$ cat src/include/lpl_pkg.sv
// shared constants of the primitive logic library
// assumes one system clock; every element is sampled on it
`default_nettype none

package lpl_pkg;

   // ****************************************
   // widths of the gate elements
   // ****************************************
   localparam int unsigned NAND_W     = 4;  // inputs of the negated-and gate
   localparam int unsigned AND_W      = 3;  // inputs of the and gate
   localparam int unsigned INV_FANOUT = 4;  // driven copies of the inverter

   // ****************************************
   // widths of the j-k variants
   // ****************************************
   localparam int unsigned JKM_W = 3;  // terms of the multi-input variant
   localparam int unsigned JKS_W = 1;  // terms of the single-input variant

   // ****************************************
   // reset values
   // ****************************************
   localparam logic Q_RST  = 1'h0;  // state output after reset
   localparam logic QN_RST = 1'h1;  // complement output after reset

   // ****************************************
   // timing
   // ****************************************
   localparam int unsigned SYS_CLK_NS = 100;  // system clock period
   localparam int unsigned GATE_LAT   = 1;    // cycles from gate input to output

endpackage

`default_nettype wire

$ cat src/rtl/lpl_top.sv
// primitive logic library: gates, d flip-flop, two j-k variants
// assumes every input is synchronous to clk_sys_in
//
// How it works
// nand output low only when all high
// and output high only when all high
// inverter gives complement on several outputs
// d flip-flop copies data on clock rise
// low preset sets, low clear clears d
// multi terms and-ed, unconnected counts satisfied
// single variant: set sets, reset resets
// master on rise, slave on fall
// jam inputs unclocked and override terms
// low preset forces 1, clear forces 0
// both terms low: state held
// both terms high: state inverted at fall
// only set sets, only reset clears
`timescale 1ns/100ps
`default_nettype none

module lpl_top (
   // system
   input  wire logic                         clk_sys_in,
   input  wire logic                         srst_in,
   // negated-and gate
   input  wire logic [lpl_pkg::NAND_W-1:0]   nand_a_in,
   output logic                              nand_y_out,
   // and gate
   input  wire logic [lpl_pkg::AND_W-1:0]    and_a_in,
   output logic                              and_y_out,
   // inverting driver
   input  wire logic                         inv_a_in,
   output logic [lpl_pkg::INV_FANOUT-1:0]    inv_y_out,
   // edge-triggered d flip-flop
   input  wire logic                         dff_clk_in,
   input  wire logic                         dff_d_in,
   input  wire logic                         dff_preset_n_in,
   input  wire logic                         dff_clear_n_in,
   output logic                              dff_q_out,
   output logic                              dff_q_n_out,
   // multi-input j-k flip-flop
   input  wire logic                         jkm_clk_in,
   input  wire logic [lpl_pkg::JKM_W-1:0]    jkm_set_in,
   input  wire logic [lpl_pkg::JKM_W-1:0]    jkm_set_used_in,
   input  wire logic [lpl_pkg::JKM_W-1:0]    jkm_reset_in,
   input  wire logic [lpl_pkg::JKM_W-1:0]    jkm_reset_used_in,
   input  wire logic                         jkm_preset_n_in,
   input  wire logic                         jkm_clear_n_in,
   output logic                              jkm_q_out,
   output logic                              jkm_q_n_out,
   // single-input j-k flip-flop
   input  wire logic                         jks_clk_in,
   input  wire logic                         jks_set_in,
   input  wire logic                         jks_reset_in,
   input  wire logic                         jks_clear_n_in,
   output logic                              jks_q_out,
   output logic                              jks_q_n_out
);

   // ****************************************
   // gates
   // ****************************************
   // gates are registered so every output
   // comes from a flip-flop; this costs one
   // cycle of latency against the real gate

   // negated-and gate
   always_ff @(posedge clk_sys_in) begin
      if (srst_in) begin
         nand_y_out <= lpl_pkg::QN_RST;
      end else begin
         nand_y_out <= ~(&nand_a_in);
      end
   end

   // and gate
   always_ff @(posedge clk_sys_in) begin
      if (srst_in) begin
         and_y_out <= lpl_pkg::Q_RST;
      end else begin
         and_y_out <= &and_a_in;
      end
   end

   // inverting driver, one flop per copy
   // separate copies keep load off any one net
   always_ff @(posedge clk_sys_in) begin
      if (srst_in) begin
         inv_y_out <= '0;
      end else begin
         inv_y_out <= {lpl_pkg::INV_FANOUT{~inv_a_in}};
      end
   end

   // ****************************************
   // edge-triggered d flip-flop
   // ****************************************
   logic dff_clk_prev;  // element clock, one cycle back
   logic dff_rise;      // element clock rising
   logic dff_jam;       // either jam low

   assign dff_rise = dff_clk_in & ~dff_clk_prev;
   assign dff_jam  = ~dff_preset_n_in | ~dff_clear_n_in;

   // element clock history
   always_ff @(posedge clk_sys_in) begin
      if (srst_in) begin
         dff_clk_prev <= 1'h0;
      end else begin
         dff_clk_prev <= dff_clk_in;
      end
   end

   // state pair
   // jam acts whatever the element clock does;
   // both jams low drive both outputs high
   always_ff @(posedge clk_sys_in) begin
      if (srst_in) begin
         dff_q_out   <= lpl_pkg::Q_RST;
         dff_q_n_out <= lpl_pkg::QN_RST;
      end else if (dff_jam) begin
         // jam path
         dff_q_out   <= ~dff_preset_n_in;
         dff_q_n_out <= ~dff_clear_n_in;
      end else if (dff_rise) begin
         // clocked path
         dff_q_out   <= dff_d_in;
         dff_q_n_out <= ~dff_d_in;
      end
   end

   // ****************************************
   // j-k flip-flops
   // ****************************************

   // multi-input variant, with preset
   lpl_jk #(
      .W          (lpl_pkg::JKM_W),
      .HAS_PRESET (1'b1)
   ) u_jk_multi (
      .clk_in        (clk_sys_in),
      .srst_in       (srst_in),
      .el_clk_in     (jkm_clk_in),
      .set_in        (jkm_set_in),
      .set_used_in   (jkm_set_used_in),
      .reset_in      (jkm_reset_in),
      .reset_used_in (jkm_reset_used_in),
      .preset_n_in   (jkm_preset_n_in),
      .clear_n_in    (jkm_clear_n_in),
      .q_out         (jkm_q_out),
      .q_n_out       (jkm_q_n_out)
   );

   // single-input variant, clear only;
   // its one term always counts as connected
   lpl_jk #(
      .W          (lpl_pkg::JKS_W),
      .HAS_PRESET (1'b0)
   ) u_jk_single (
      .clk_in        (clk_sys_in),
      .srst_in       (srst_in),
      .el_clk_in     (jks_clk_in),
      .set_in        (jks_set_in),
      .set_used_in   (1'h1),
      .reset_in      (jks_reset_in),
      .reset_used_in (1'h1),
      .preset_n_in   (1'h1),
      .clear_n_in    (jks_clear_n_in),
      .q_out         (jks_q_out),
      .q_n_out       (jks_q_n_out)
   );
endmodule

`default_nettype wire

$ cat src/rtl/lpl_jk.sv
// master-slave j-k flip-flop, one element
// assumes element clock and jam inputs are synchronous to clk_in
`timescale 1ns/100ps
`default_nettype none

module lpl_jk #(
   parameter int unsigned W          = 1,     // terms per input
   parameter bit          HAS_PRESET = 1'b0   // preset jam present
) (
   input  wire logic         clk_in,          // system clock
   input  wire logic         srst_in,         // synchronous reset
   input  wire logic         el_clk_in,       // element clock level
   input  wire logic [W-1:0] set_in,          // set terms
   input  wire logic [W-1:0] set_used_in,     // set terms connected
   input  wire logic [W-1:0] reset_in,        // reset terms
   input  wire logic [W-1:0] reset_used_in,   // reset terms connected
   input  wire logic         preset_n_in,     // preset jam, low active
   input  wire logic         clear_n_in,      // clear jam, low active
   output logic              q_out,           // state output
   output logic              q_n_out          // complement output
);

   // ****************************************
   // edge and term decode
   // ****************************************
   logic el_prev;     // element clock, one cycle back
   logic master;      // master stage
   logic rise;        // element clock rising
   logic fall;        // element clock falling
   logic j_ok;        // set term satisfied
   logic k_ok;        // reset term satisfied
   logic preset_act;  // preset jam active
   logic clear_act;   // clear jam active
   logic jam;         // any jam active

   // unconnected terms count as satisfied
   assign j_ok       = &(set_in | ~set_used_in);
   assign k_ok       = &(reset_in | ~reset_used_in);
   assign rise       = el_clk_in & ~el_prev;
   assign fall       = ~el_clk_in & el_prev;
   assign preset_act = HAS_PRESET & ~preset_n_in;
   assign clear_act  = ~clear_n_in;
   assign jam        = preset_act | clear_act;

   // element clock history
   always_ff @(posedge clk_in) begin
      if (srst_in) begin
         el_prev <= 1'h0;
      end else begin
         el_prev <= el_clk_in;
      end
   end

   // master stage: takes the terms on the rising edge
   always_ff @(posedge clk_in) begin
      if (srst_in) begin
         master <= lpl_pkg::Q_RST;
      end else if (jam) begin
         master <= ~clear_act;
      end else if (rise) begin
         case ({j_ok, k_ok})
            2'h0:    master <= q_out;
            2'h1:    master <= 1'h0;
            2'h2:    master <= 1'h1;
            2'h3:    master <= ~q_out;
            default: master <= q_out;
         endcase
      end
   end

   // slave stage: shows the master on the falling edge
   // clear beats preset when both are low, unlike the real part
   always_ff @(posedge clk_in) begin
      if (srst_in) begin
         q_out   <= lpl_pkg::Q_RST;
         q_n_out <= lpl_pkg::QN_RST;
      end else if (jam) begin
         q_out   <= ~clear_act;
         q_n_out <= clear_act;
      end else if (fall) begin
         q_out   <= master;
         q_n_out <= ~master;
      end
   end
endmodule

`default_nettype wire

$ cat config.mk
export PLATFORM = sky130hd
export DESIGN_NAME = lpl_top
export DESIGN_NICKNAME = d
export VERILOG_FILES = /design/src/include/lpl_pkg.sv /design/src/rtl/lpl_top.sv /design/src/rtl/lpl_jk.sv
export SDC_FILE = /design/constraint.sdc
export NUM_CORES = 1
export LEC_CHECK = 0
export CELL_PAD_IN_SITES_DETAIL_PLACEMENT = 1
export CELL_PAD_IN_SITES_GLOBAL_PLACEMENT = 1
export CORE_MARGIN = 1.5
export CORE_UTILIZATION = 47
export CTS_BUF_LIST = sky130_fd_sc_hd__clkbuf_2 sky130_fd_sc_hd__clkbuf_4 sky130_fd_sc_hd__clkbuf_8
export DETAILED_ROUTE_END_ITERATION = 6
export DONT_BUFFER_PORTS = 1
export GPL_TIMING_DRIVEN = 0
export MAX_ROUTING_LAYER = met4
export PLACE_DENSITY_LB_ADDON = 0.25
export SLEW_MARGIN = 30
export SYNTH_ARGS = -nofsm -noshare
export SYNTH_HDL_FRONTEND = slang
export SYNTH_HIERARCHICAL = 1
export SYNTH_SLANG_ARGS = --single-unit
$ cat constraint.sdc
create_clock -name clk_sys_in -period 2.7 [get_ports clk_sys_in]
set_clock_uncertainty 0.2 [all_clocks]
set_input_delay 0.405 -clock clk_sys_in [delete_from_list [all_inputs] [get_ports clk_sys_in]]
set_output_delay 0.405 -clock clk_sys_in [all_outputs]
set_load 0.02 [all_outputs]
==> impl_results.md <==
* Outcome: complete, no violations
* Pwr Density at 527 mW/mm2
* Net Sw Power at between 0.08 and 0.09 mW
* Die W at 39.8 um
* Largest net degree at the start of global routing at 9
* Commonest cells in the netlist: 14 x dfxtp_1, 11 x nand2b_1, 5 x nor2b_1
* Via/cell ratio at 5.55
* First-pass GRT wire length at ~1700 um
* Remaining DRCs at 0
* CP required at 2.66 ns
* Post-synth ARST share at 0%
* Endpoints failing setup at 0
* Top cell type's share of synthesized area at 44.0%
* Met1 Track Usage GR at between 10% and 20%
* Worst skew pair latency at approximately 0.27 ns
* Worst hold slack at 0.0191 ns
* Clock-pin slew on the worst setup and hold paths at 0.08 ns
* Synth-to-layout area growth at 13.4%
* TritonCTS clock tree: built
* Ys Warns at 6
* Core footprint at 0.00128 mm2
* Register area at roughly 280 um2
* Initial antenna violation count at 0
* Clock Tree Buf Depth at 2
* Number of synthesized flops with an enable pin at 0
* IR drop worst, VDD at 388 uV
* Share of cells above drive strength 1 at 15.1%
* Routed vias at 488
* Post-DP Area at 659 um2
* Unrepaired setup endpoints after global routing: no
* Sw Ratio at 23.2%
* Multi-input logic area at 330 um2
* Sink Count at 14
* Post_cts resized at 0
* I/O pins at 45
* Fmax at 613 MHz
* Ant diodes at 0
* Top-count cell post-synth: dfxtp_1
* Max-cap viol count at 0
* Hold Path Class: input pin to flop
* Pre-antenna DRT Iters at 4
* Crit path kind: input pin to flop
* GR Layer Usage met2 at 26.6%
* Synth cell types at 27
* WL final at 1170 um
* Total chip power at approximately 0.38 mW
* Gr ovfl total at 0
* Synth Register Bits at 14
* Final instance area at 722 um2
* Inserted Clock Buffers at 3
* CP Capture Type: flop
* Root buffer cell: clkbuf_4
* Tcrit/Tclk final at 60.4%
* Final Critical Period at 1.63 ns
* Nets at approximately 110
* Int Pwr at 0.292 mW
* Critical Path Source Type: input pin
* Drt wl/cell at 13.3 um
* Filler cells at 150
* Post-route non-filler standard cell count at 88
* Sequential Power Share at 59.6%
* Post-synth top area cell: dfxtp_1
* Final ANT Viol Nets at 0
* I/O Buffers at 0
* Hpwl dp at 904 um
* Met3 GRT Util at 9.09%
* Mean Syn Cell Area at 9.80 um2
* Arrival time worst endpoint at between 1.5 and 2 ns
* Placed cell count at 81
* Die Ht at 39.8 um
* # H-tree levels at 1
* Sequential area share after synthesis at 44.0%
* Top_reg_cell synth: dfxtp_1
* Gpl congestion at about 0.64
* Max FO, Critical Path at 8
* Row Count at 13
* Largest cells by area after synthesis: dfxtp_1 44%, nand2b_1 11%, nor2b_1 4.9%
* Mapped Cells at 65
* Final Hold Fails at 0
* Combinational share of power at 10.9%
* Static leakage at 0.288 nW
* Max-slew violations at 0
* Total GRT Usage at 17.7%
* Initial DRC count at 1
* Cell Area, Synth at 637 um2
* Die ar. at 0.00158 mm2
* Busiest grt layer: met2
* # Post-CTS Setup Buffers at 0
* TNS Setup at 0 ns
* Initial core utilization at 49.6%
* Vias in the first global route at 456
* Clock network power share at 29.4%
-- worst max-delay path: stages --
cell           delay [ns]
dlygate4sd3_1        0.59
nor2_1               0.05
dlygate4sd3_1        0.54
-- routing by layer --
layer | vias up | routed length (um)
met2 | 25 | 560
met5 | - | 0
li1 | 239 | -
met4 | 0 | 9
met3 | 2 | 108
met1 | 222 | 494
-- logic make-up after synthesis --
family,synth area share (%)
compound gates,14.3
buf+inv,4.72
flops,44.0
simple gates,36.3
other cells,0.589
-- cells in the final DEF, fill, tap and decap left out, types with 2 or more instances in the layout --
| master | n |
|---|---|
| clkbuf_4 | 3 |
| dfxtp_1 | 14 |
| nand3b_1 | 4 |
| o211ai_1 | 2 |
| buf_4 | 3 |
| inv_1 | 2 |
| dlygate4sd3_1 | 4 |
| nand2b_4 | 2 |
| and2b_1 | 2 |
| nor2b_1 | 5 |
| nand2b_1 | 11 |
| nand2_1 | 2 |
| conb_1 | 2 |
| a31oi_1 | 2 |
-- area by class of cell --
class	instances	share of cell area, %
multi-input combinational	47	45.8
sequential	14	38.8
buffer	3	3.12
tap	15	2.60
timing repair buffer	4	5.55
clock buffer	3	3.12
inverter	2	1.04
-- worst paths after layout --
check	to	slack, ns	start	depth (start not counted)
worst max-delay path	inv_y_out[0]	1.07	srst_in	3
worst min-delay path	nand_y_out	0.02	nand_a_in[3]	1
worst max register to register	u_jk_single/master	1.45	u_jk_single/q_out	3
worst min register to register	u_jk_single/master	0.28	u_jk_single/master	2
-- power by group through the flow --
stage | Clock [mW] | Sequential [mW] | Combinational [mW]
after global routing | 0.133 | 0.229 | 0.0465
after detailed placement | 0 | 0.232 | 0.0368
final | 0.112 | 0.227 | 0.0415
after CTS | 0.120 | 0.227 | 0.0407
after global placement | 0 | 0.232 | 0.0354
after floorplan | 0 | 0.230 | 0.0332
-- repair_timing --
item	CTS	global route
endpoints found under the setup margin	0	0
hold buffers	3	1
endpoints found under the hold margin	4	1
-- stage by stage --
| step | utilization [%] | worst slack, ns |
|---|---|---|
| after floorplan | - | 1.45 |
| after global placement | 51.3 | 1.43 |
| after detailed placement | 51.3 | 1.39 |
| after CTS | 55.4 | 1.09 |
| after global routing | 56.2 | 1.05 |
| final | 56.2 | 1.07 |
Note: power is estimated with default switching activity, not from simulation.
